File: src/shared/bodc_pkg.sv
`default_nettype none

package bodc_pkg;

  // ----------------------------------------------------------------------
  // Clock and timing
  // ----------------------------------------------------------------------
  localparam int unsigned CLK_HZ         = 250_000_000;
  localparam int unsigned MOTOR_IDLE_S   = 15;           // Motor inactivity time, seconds
  localparam logic [31:0] MOTOR_IDLE_CYC = 32'(64'(MOTOR_IDLE_S) * 64'(CLK_HZ));
  localparam int unsigned FDC_CLK_PER_BIT = 16;          // Controller clock per MFM bit

  // MFM data rates in bits per second, indexed by the two rate bits
  localparam int unsigned RATE_BPS_0 = 500_000;
  localparam int unsigned RATE_BPS_1 = 250_000;
  localparam int unsigned RATE_BPS_2 = 300_000;
  localparam int unsigned RATE_BPS_3 = 150_000;

  // ----------------------------------------------------------------------
  // Relative I/O ports
  // ----------------------------------------------------------------------
  localparam logic [1:0] PORT_SEL_STAT = 2'h0;  // Read status, write drive select
  localparam logic [1:0] PORT_DATA     = 2'h1;  // Controller data, both ways
  localparam logic [1:0] PORT_DRV_DMA  = 2'h2;  // Read drive status, write DMA address
  localparam logic [1:0] PORT_MOTOR    = 2'h3;  // Write motor control

  // ----------------------------------------------------------------------
  // Drive select register fields and reset value
  // ----------------------------------------------------------------------
  localparam int unsigned DSEL_HDLD_BIT   = 2;
  localparam int unsigned DSEL_F2S_BIT    = 3;
  localparam int unsigned DSEL_RWRITE_BIT = 4;
  localparam int unsigned DSEL_RATE_LSB   = 5;
  localparam int unsigned DSEL_FDCRST_BIT = 7;
  localparam logic [7:0]  DSEL_RESET      = 8'h14;  // Head load and reduced write idle high

  // ----------------------------------------------------------------------
  // Motor control register fields
  // ----------------------------------------------------------------------
  localparam int unsigned MOTOR_ON_BIT    = 0;
  localparam int unsigned BOOT_OFF_BIT    = 7;

  // ----------------------------------------------------------------------
  // Drive status register fields and board switch
  // ----------------------------------------------------------------------
  localparam int unsigned DSTAT_READY_BIT = 0;
  localparam int unsigned DSTAT_INDEX_BIT = 1;
  localparam int unsigned DSTAT_SW_BIT    = 2;
  localparam int unsigned DSTAT_INT_BIT   = 7;
  localparam int unsigned SW_BOOT_IDX     = 8;   // Switch position 9
  localparam int unsigned SW_READ_IDX     = 9;   // Switch position 10, readable

  typedef enum logic [1:0] {
    BODC_IDLE,
    BODC_ANSWER
  } bodc_phase_e;

endpackage : bodc_pkg

`default_nettype wire

File: src/rtl/bodc_rate_gen.sv
`timescale 1ns/1ns
`default_nettype none

// Fractional divider: emits a one-cycle enable at 16x the chosen MFM rate
module bodc_rate_gen
(
  // Clock and reset
  input  wire logic       clock_in,
  input  wire logic       reset_in,
  // Rate choice
  input  wire logic [1:0] rate_sel_in,
  // Controller clock enable
  output logic            fdc_clk_en_out
);

  logic [31:0] acc;
  logic [31:0] step;
  logic [32:0] sum;

  // --------------------------------------------------------------------
  // Step size per rate
  // --------------------------------------------------------------------
  // Step is the controller clock in Hz, so the average pulse rate is exact
  always_comb
  begin
    unique case (rate_sel_in)
      2'h0: step = 32'(bodc_pkg::RATE_BPS_0 * bodc_pkg::FDC_CLK_PER_BIT);
      2'h1: step = 32'(bodc_pkg::RATE_BPS_1 * bodc_pkg::FDC_CLK_PER_BIT);
      2'h2: step = 32'(bodc_pkg::RATE_BPS_2 * bodc_pkg::FDC_CLK_PER_BIT);
      2'h3: step = 32'(bodc_pkg::RATE_BPS_3 * bodc_pkg::FDC_CLK_PER_BIT);
    endcase
  end

  assign sum = {1'b0, acc} + {1'b0, step};

  // Phase accumulator wraps at the board clock rate
  always_ff @(posedge clock_in)
  begin
    if (reset_in)
    begin
      acc            <= 32'h0;
      fdc_clk_en_out <= 1'b0;
    end
    else if (sum >= 33'(bodc_pkg::CLK_HZ))
    begin
      acc            <= 32'(sum - 33'(bodc_pkg::CLK_HZ));
      fdc_clk_en_out <= 1'b1;
    end
    else
    begin
      acc            <= sum[31:0];
      fdc_clk_en_out <= 1'b0;
    end
  end

endmodule : bodc_rate_gen

`default_nettype wire

File: src/rtl/bodc_top.sv
`timescale 1ns/1ns
`default_nettype none

// Overview of operation
// - Switch on: boot ROM answers every memory address
// - Overlay active: phantom and ROM data on reads
// - No phantom on memory writes or I/O cycles
// - Motor register bit 7 one latches overlay off
// - Rate bits change controller clock frequency
// - Motors switch off after 15 idle seconds
// - Jumpered drive reads ready whenever selected
// - Force bit presents two-sided to controller
// - Any card access restarts motor timer
// - Drive select bits 6:5 choose data rate
module bodc_top
#(
  parameter logic [31:0] MOTOR_IDLE_CYCLES = bodc_pkg::MOTOR_IDLE_CYC,
  parameter int unsigned ROM_AW            = 11,
  parameter int unsigned DRIVES            = 4
)
(
  // Clock and reset
  input  wire logic              clock_in,
  input  wire logic              reset_in,
  // Host bus cycle strobes, one cycle each
  input  wire logic              host_mem_rd_in,
  input  wire logic              host_mem_wr_in,
  input  wire logic              host_io_rd_in,
  input  wire logic              host_io_wr_in,
  input  wire logic [15:0]       host_addr_in,
  input  wire logic [7:0]        host_wdata_in,
  // Host bus answer
  output logic                   phantom_n_out,
  output logic [7:0]             host_rdata_out,
  output logic                   host_rdata_oe_n_out,
  // Board straps
  input  wire logic [9:0]        board_config_switch_in,
  input  wire logic [5:0]        port_base_in,
  input  wire logic [DRIVES-1:0] ready_substitute_jumpers_in,
  // Boot ROM
  output logic [ROM_AW-1:0]      rom_addr_out,
  input  wire logic [7:0]        rom_data_in,
  // Floppy controller side
  input  wire logic [7:0]        fdc_status_in,
  input  wire logic [7:0]        fdc_rdata_in,
  input  wire logic              fdc_int_in,
  input  wire logic [1:0]        fdc_unit_in,
  output logic                   fdc_rd_out,
  output logic                   fdc_wr_out,
  output logic                   fdc_status_rd_out,
  output logic [7:0]             fdc_wdata_out,
  output logic                   fdc_reset_out,
  output logic                   fdc_clk_en_out,
  output logic                   fdc_ready_out,
  output logic                   fdc_two_sided_out,
  // Drive side
  input  wire logic              drive_ready_in,
  input  wire logic              drive_index_in,
  input  wire logic              drive_two_sided_in,
  output logic                   motor_on_out,
  output logic                   head_load_n_out,
  output logic                   reduced_write_n_out,
  output logic                   force_double_side_out
);

  // ----------------------------------------------------------------------
  // Decode
  // ----------------------------------------------------------------------
  logic       io_hit;
  logic       io_rd;
  logic       io_wr;
  logic [1:0] port;
  logic       overlay_en;
  logic       boot_sw;
  logic       strap_pending;
  logic       rom_rd;
  logic       access;
  logic [7:0] dsel;
  logic [31:0] idle_cnt;
  logic [7:0] next_rdata;
  logic       drive_status_ready;
  bodc_pkg::bodc_phase_e phase;

  // Card answers on its four-port block; only bits 7:2 are decoded, so it repeats every 256 ports
  assign io_hit = (host_addr_in[7:2] == port_base_in);
  assign io_rd  = host_io_rd_in & io_hit;
  assign io_wr  = host_io_wr_in & io_hit;
  assign port   = host_addr_in[1:0];

  // every address decoded: the ROM ignores upper address bits
  assign rom_addr_out = host_addr_in[ROM_AW-1:0];
  // reads only: writes and I/O never claim the overlay
  assign rom_rd = host_mem_rd_in & overlay_en & boot_sw;

  // Any touch of the card, ROM reads included, counts as activity
  assign access = io_rd | io_wr | rom_rd;

  // ----------------------------------------------------------------------
  // Boot overlay latch
  // ----------------------------------------------------------------------
  // overlay latch: reset sets it, only the disable write clears it
  always_ff @(posedge clock_in)
  begin
    if (reset_in)
      overlay_en <= 1'b1;
    // one-shot disable, later writes cannot re-arm it
    else if (io_wr && port == bodc_pkg::PORT_MOTOR &&
             host_wdata_in[bodc_pkg::BOOT_OFF_BIT])
      overlay_en <= 1'b0;
  end

  // Switch is caught on the first edge after reset release, so the overlay
  // is dark for that single cycle; no host cycle should land there anyway
  always_ff @(posedge clock_in)
  begin
    if (reset_in)
    begin
      strap_pending <= 1'b1;
      boot_sw       <= 1'b0;
    end
    else if (strap_pending)
    begin
      strap_pending <= 1'b0;
      boot_sw       <= board_config_switch_in[bodc_pkg::SW_BOOT_IDX];
    end
  end

  // ----------------------------------------------------------------------
  // Drive select register
  // ----------------------------------------------------------------------
  // rate bits and the other select controls held here
  always_ff @(posedge clock_in)
  begin
    if (reset_in)
      dsel <= bodc_pkg::DSEL_RESET;
    else if (io_wr && port == bodc_pkg::PORT_SEL_STAT)
      dsel <= host_wdata_in;
  end

  // Controller reset follows system reset as well as the software bit
  assign fdc_reset_out         = reset_in | dsel[bodc_pkg::DSEL_FDCRST_BIT];
  assign head_load_n_out       = dsel[bodc_pkg::DSEL_HDLD_BIT];
  assign reduced_write_n_out   = dsel[bodc_pkg::DSEL_RWRITE_BIT];
  assign force_double_side_out = dsel[bodc_pkg::DSEL_F2S_BIT];

  // two-sided indication forced for double-sided minifloppies
  assign fdc_two_sided_out = drive_two_sided_in | dsel[bodc_pkg::DSEL_F2S_BIT];

  // jumpered position reads ready while it is selected
  assign drive_status_ready = drive_ready_in |
                              ready_substitute_jumpers_in[fdc_unit_in];
  assign fdc_ready_out      = drive_status_ready;

  // ----------------------------------------------------------------------
  // Controller clock
  // ----------------------------------------------------------------------
  // rate bits steer the controller clock divider
  bodc_rate_gen i_bodc_rate_gen
  (
    .clock_in       (clock_in),
    .reset_in       (reset_in),
    .rate_sel_in    (dsel[bodc_pkg::DSEL_RATE_LSB +: 2]),
    .fdc_clk_en_out (fdc_clk_en_out)
  );

  // ----------------------------------------------------------------------
  // Motor control and inactivity timeout
  // ----------------------------------------------------------------------
  // access restarts the idle count
  always_ff @(posedge clock_in)
  begin
    if (reset_in || access)
      idle_cnt <= 32'h0;
    else if (idle_cnt != MOTOR_IDLE_CYCLES)
      idle_cnt <= idle_cnt + 32'h1;
  end

  // Any access wins over the timeout, since the drop is gated off by access in that cycle
  always_ff @(posedge clock_in)
  begin
    if (reset_in)
      motor_on_out <= 1'b0;
    else if (io_wr && port == bodc_pkg::PORT_MOTOR)
      motor_on_out <= host_wdata_in[bodc_pkg::MOTOR_ON_BIT];
    // idle timeout drops the single motor_on_out line
    else if (!access && idle_cnt == MOTOR_IDLE_CYCLES - 32'h1)
      motor_on_out <= 1'b0;
  end

  // ----------------------------------------------------------------------
  // Controller access strobes
  // ----------------------------------------------------------------------
  // Strobes are combinational so the controller sees the same cycle
  assign fdc_rd_out        = io_rd & (port == bodc_pkg::PORT_DATA);
  assign fdc_status_rd_out = io_rd & (port == bodc_pkg::PORT_SEL_STAT);
  assign fdc_wr_out        = io_wr & (port == bodc_pkg::PORT_DATA);
  assign fdc_wdata_out     = host_wdata_in;

  // ----------------------------------------------------------------------
  // Read data mux
  // ----------------------------------------------------------------------
  // DMA address writes are accepted but the DMA engine lives elsewhere
  always_comb
  begin
    next_rdata = 8'h00;
    if (rom_rd)
      next_rdata = rom_data_in;
    else if (io_rd)
    begin
      unique case (port)
        bodc_pkg::PORT_SEL_STAT: next_rdata = fdc_status_in;
        bodc_pkg::PORT_DATA:     next_rdata = fdc_rdata_in;
        bodc_pkg::PORT_DRV_DMA:
        begin
          next_rdata[bodc_pkg::DSTAT_READY_BIT] = drive_status_ready;
          next_rdata[bodc_pkg::DSTAT_INDEX_BIT] = drive_index_in;
          next_rdata[bodc_pkg::DSTAT_SW_BIT]    =
            ~board_config_switch_in[bodc_pkg::SW_READ_IDX];
          next_rdata[bodc_pkg::DSTAT_INT_BIT]   = fdc_int_in;
        end
        bodc_pkg::PORT_MOTOR:    next_rdata = 8'h00;
      endcase
    end
  end

  // ----------------------------------------------------------------------
  // Bus answer, one cycle after the strobe
  // ----------------------------------------------------------------------
  always_ff @(posedge clock_in)
  begin
    if (reset_in)
      phase <= bodc_pkg::BODC_IDLE;
    else if (rom_rd || io_rd)
      phase <= bodc_pkg::BODC_ANSWER;
    else
      phase <= bodc_pkg::BODC_IDLE;
  end

  always_ff @(posedge clock_in)
  begin
    if (reset_in)
    begin
      host_rdata_out <= 8'h00;
      phantom_n_out  <= 1'b1;
    end
    else
    begin
      host_rdata_out <= next_rdata;
      // phantom with ROM data on each overlay read
      phantom_n_out  <= ~rom_rd;
    end
  end

  // Driver enable is low while the card drives read data
  assign host_rdata_oe_n_out = (phase != bodc_pkg::BODC_ANSWER);

endmodule : bodc_top

`default_nettype wire

File: config.mk
export PLATFORM = sky130hd
export DESIGN_NAME = bodc_top
export DESIGN_NICKNAME = d
export VERILOG_FILES = /design/src/shared/bodc_pkg.sv /design/src/rtl/bodc_rate_gen.sv /design/src/rtl/bodc_top.sv
export SDC_FILE = /design/constraint.sdc
export NUM_CORES = 1
export LEC_CHECK = 0
export BUFFER_PORTS_ARGS = -buffer_cell sky130_fd_sc_hd__buf_2
export CORE_AREA = 4 4 141 75
export CTS_CLUSTER_SIZE = 24
export DETAILED_ROUTE_END_ITERATION = 7
export DIE_AREA = 0 0 145 79
export PLACE_DENSITY = 0.86
export SLEW_MARGIN = 0
export SYNTH_ARGS = -nofsm -noshare
export SYNTH_HDL_FRONTEND = slang
export SYNTH_SLANG_ARGS = --single-unit
File: constraint.sdc
create_clock -name clock_in -period 7.2 [get_ports clock_in]
set_clock_uncertainty 0.05 [all_clocks]
set_input_delay 0 -clock clock_in [delete_from_list [all_inputs] [get_ports clock_in]]
set_output_delay 0 -clock clock_in [all_outputs]
set_load 0.005 [all_outputs]
==> reports/results.tsv <==
metric	value	unit
outcome	completed	
Max Cap Violations	0	
fillers	689	
final period utilization	71.7	%
Post-DP Area	5830	um2
reg2reg end	i_bodc_rate_gen.acc[25]	
achievable clock frequency	0.194	GHz
Final Wtd Congestion	0.920	
Initial Utilization	59.1	%
DR DRC count	0	
Syn Inst Count	698	
GRT met2 Usage	47.1	%
pin count of the biggest net entering global routing	36	
synth top area cells	dfxtp_1 (28%), ha_1 (5.2%), nand2_1 (5.2%)	
Max clock buf depth	2	
number of global-route vias before repair	5294	
Area Growth Syn to Fin	15.8	%
Setup crit end	i_bodc_rate_gen.acc[25]	
RSZ-0062 raised after global routing	false	
antenna violations before repair	0	
P_leak	2.66	nW
fin crit period	5.16	ns
nets	885	
flop2flop setup slack	2.04	ns
Setup crit start	dsel[5]	
antenna-violating nets left	0	
ys async rst share	0	%
Iteration-0 DRC Markers	483	
Clock Sinks	78	
DR pass1 iterations	5	
Worst Setup Start Kind	flip-flop	
total negative slack	0	ns
GR Overflow Total	0	
Post CTS Setup Buffer Count	0	
Mapped Area	5490	um2
I/O pin count	120	
Register-to-Register Path Depth	14	
Synth top area share	28.4	%
PwrDens	312	nW/um2
Final Hold Vio Count	0	
largest area contributor in the netlist	dfxtp_1	
final WL	15.4	mm
GRT Util Overall	26.4	%
clk_lat worst skew	0.34	ns
post-synthesis net count	802	
met1 Use GR	33.2	%
Worst Setup End Kind	flip-flop	
first-pass GRT wire length	25.3	mm
port bufs	97	
met3 usage	4.56	%
Worst Path Arrival	5.33	ns
die area	11500	um2
Peak VDD IR	0.123	mV
Synth Register Bits	78	
Layout Utilization	68.5	%
layout cell share with drive strength beyond 1	18.2	%
sequential cell area fraction in the yosys report	28.4	%
WL/cell	17.0	um
worst path required time	7.36	ns
Crit Path Max Fanout	17	
design area	6360	um2
number of synthesized flops with an enable pin	0	
Most used DFF post-synth	dfxtp_1	
Slew Limit Headroom	41.2	%
Reg clk slew, reported paths	0.06	ns
routed via count	5648	
Placeable Area	9290	um2
post-synth cell types	70	
hold slack final	0.0464	ns
routed vias/inst	6.23	
FP Rows	25	
final-report setup violation count	0	
worst reg2reg startpoint	dsel[5]	
Die Y	79	um
cts bufs inserted	9	
post_cts resized	0	
CTS tree	yes	
worst-margin pin slew	0.881	ns
worst min path class	in -> reg	
chip width	145	um
CTS root buf	clkbuf_16	
H-tree Lvls	3	
Pins Over Slew Limit	0	
Worst Setup Path Type	reg -> reg	
average size of a mapped cell	7.87	um2
Ant. Diodes	0	
Most Crowded Layer GR	met2	
CP max-delay cell	or4b_4	
critical-path cell list	inv_1 -> ha_1 -> inv_1 -> nand2_1 -> ha_1 -> nand3_2 -> a211oi_2 -> o211ai_1 -> a211o_1 -> or4b_4 -> or4_4 -> o21ai_2 -> nor2_1 -> a311o_1	
CP max stage delay	0.57	ns
Tot Pwr	1.98	mW
Yosys Warn Count	0	
hpwl dp	10.4	mm
-- how the worst min path moves through the flow --
stage	slack, ns	end	startpoint	cells after the start
2_1_floorplan	-0.02	strap_pending	reset_in	0
3_3_place_gp	-0.05	fdc_wdata_out[1]	host_wdata_in[1]	0
3_5_place_dp	-0.05	fdc_wdata_out[1]	host_wdata_in[1]	0
4_1_cts	0.03	phase[0]	host_io_rd_in	3
5_1_grt	0.11	phase[0]	host_mem_rd_in	3
6_report	0.05	phase[0]	host_io_rd_in	3
-- report_power, final --
| part | total (mW) | internal [mW] | switching, mW | leakage [nW] |
|---|---|---|---|---|
| clock | 0.422 | 0.235 | 0.186 | 0.129 |
| combinational | 1.00 | 0.393 | 0.609 | 1.90 |
| sequential | 0.561 | 0.500 | 0.0609 | 0.637 |
| total | 1.98 | 1.13 | 0.857 | 2.66 |
-- worst max-delay path: cells and delay by family (launching register included) --
kind                     cells  cell delay [ns]
adder cells (fa/ha/maj)      2             0.72
AO/OA/AOI/OAI                5             1.91
flip-flops                   1             0.50
AND/OR/NAND/NOR              5             1.60
buffers and inverters        2             0.25
-- flip-flops by register name (all words and copies together), names as in the netlist --
name,count
idle_cnt,32
i_bodc_rate_gen.acc,25
host_rdata_out,8
dsel,6
boot_sw,1
i_bodc_rate_gen.fdc_clk_en_out,1
motor_on_out,1
overlay_en,1
phantom_n_out,1
phase,1
strap_pending,1
-- cells in the final DEF, fill, tap and decap left out, types with 7 or more instances in the layout --
master,count
inv_1,16
a31oi_1,7
buf_2,97
nor3_1,18
dfxtp_1,78
nand4_1,17
or2_2,10
or3_1,11
dlygate4sd3_1,26
clkbuf_16,9
a21o_1,9
a211oi_1,9
o211ai_1,15
a21oi_1,41
mux2i_1,26
and3_1,13
nand2_1,76
xor2_1,26
xnor2_1,18
nor2_1,73
nand3_1,28
o21ai_0,38
ha_1,23
-- layout make-up --
type	count	area, um2	share of cell area, %
clock inverters	6	46.3	0.728
clock buffers	10	229	3.60
multi-input cells	552	3560	56.0
inverters	16	60.1	0.944
flip-flops and latches	78	1560	24.5
well taps	121	151	2.38
repair buffers	124	753	11.8
-- synthesized netlist by cell type (4+ instances only) --
master     n
nor4_1     4
a21o_1     9
buf_4     23
or4_1      4
a211o_1    4
or3_1     11
mux2i_1   26
nand4_1   17
inv_1     16
and4_1     5
nand2b_1   4
buf_2      5
xor2_1    26
dfxtp_1   78
ha_1      23
a211oi_1   9
and3_1    13
nor2b_1    6
mux2_2     4
clkbuf_1  20
nor2_1    73
nand2_1   76
nor3_1    18
nand3_1   28
a31oi_1    7
o21ai_0   38
and2_1     6
or2_2     10
a21oi_1   41
xnor2_1   18
o211ai_1  15
-- metrics by stage --
| step | worst slack (ns) | instances |
|---|---|---|
| floorplan | 2.96 | 698 |
| global placement | 2.20 | 865 |
| detailed placement | 2.12 | 865 |
| CTS | 2.09 | 907 |
| global route | 1.72 | 907 |
| finish | 2.04 | 907 |
-- what timing repair did --
action | 4_1_cts | 5_1_grt
hold buffers | 26 | 0
endpoints found under the hold margin | 21 | 0
setup endpoints to repair | 0 | 0
-- cells by family after synthesis --
kind of cell	after synthesis	synth area share [%]
AO/OA/AOI/OAI	164	19.9
AND/OR/NAND/NOR	289	26.3
multiplexers	31	5.97
adder cells (fa/ha/maj)	24	5.61
flip-flops	78	28.4
XOR/XNOR	44	7.02
buffers and inverters	68	6.74
-- layer usage --
| metal | vias up | part of all wire, % |
|---|---|---|
| met5 | - | 0 |
| met4 | 0 | 2.3 |
| met1 | 2654 | 42 |
| li1 | 2675 | - |
| met2 | 269 | 48 |
| met3 | 50 | 7.3 |
Power figures use the tool's default switching activity.
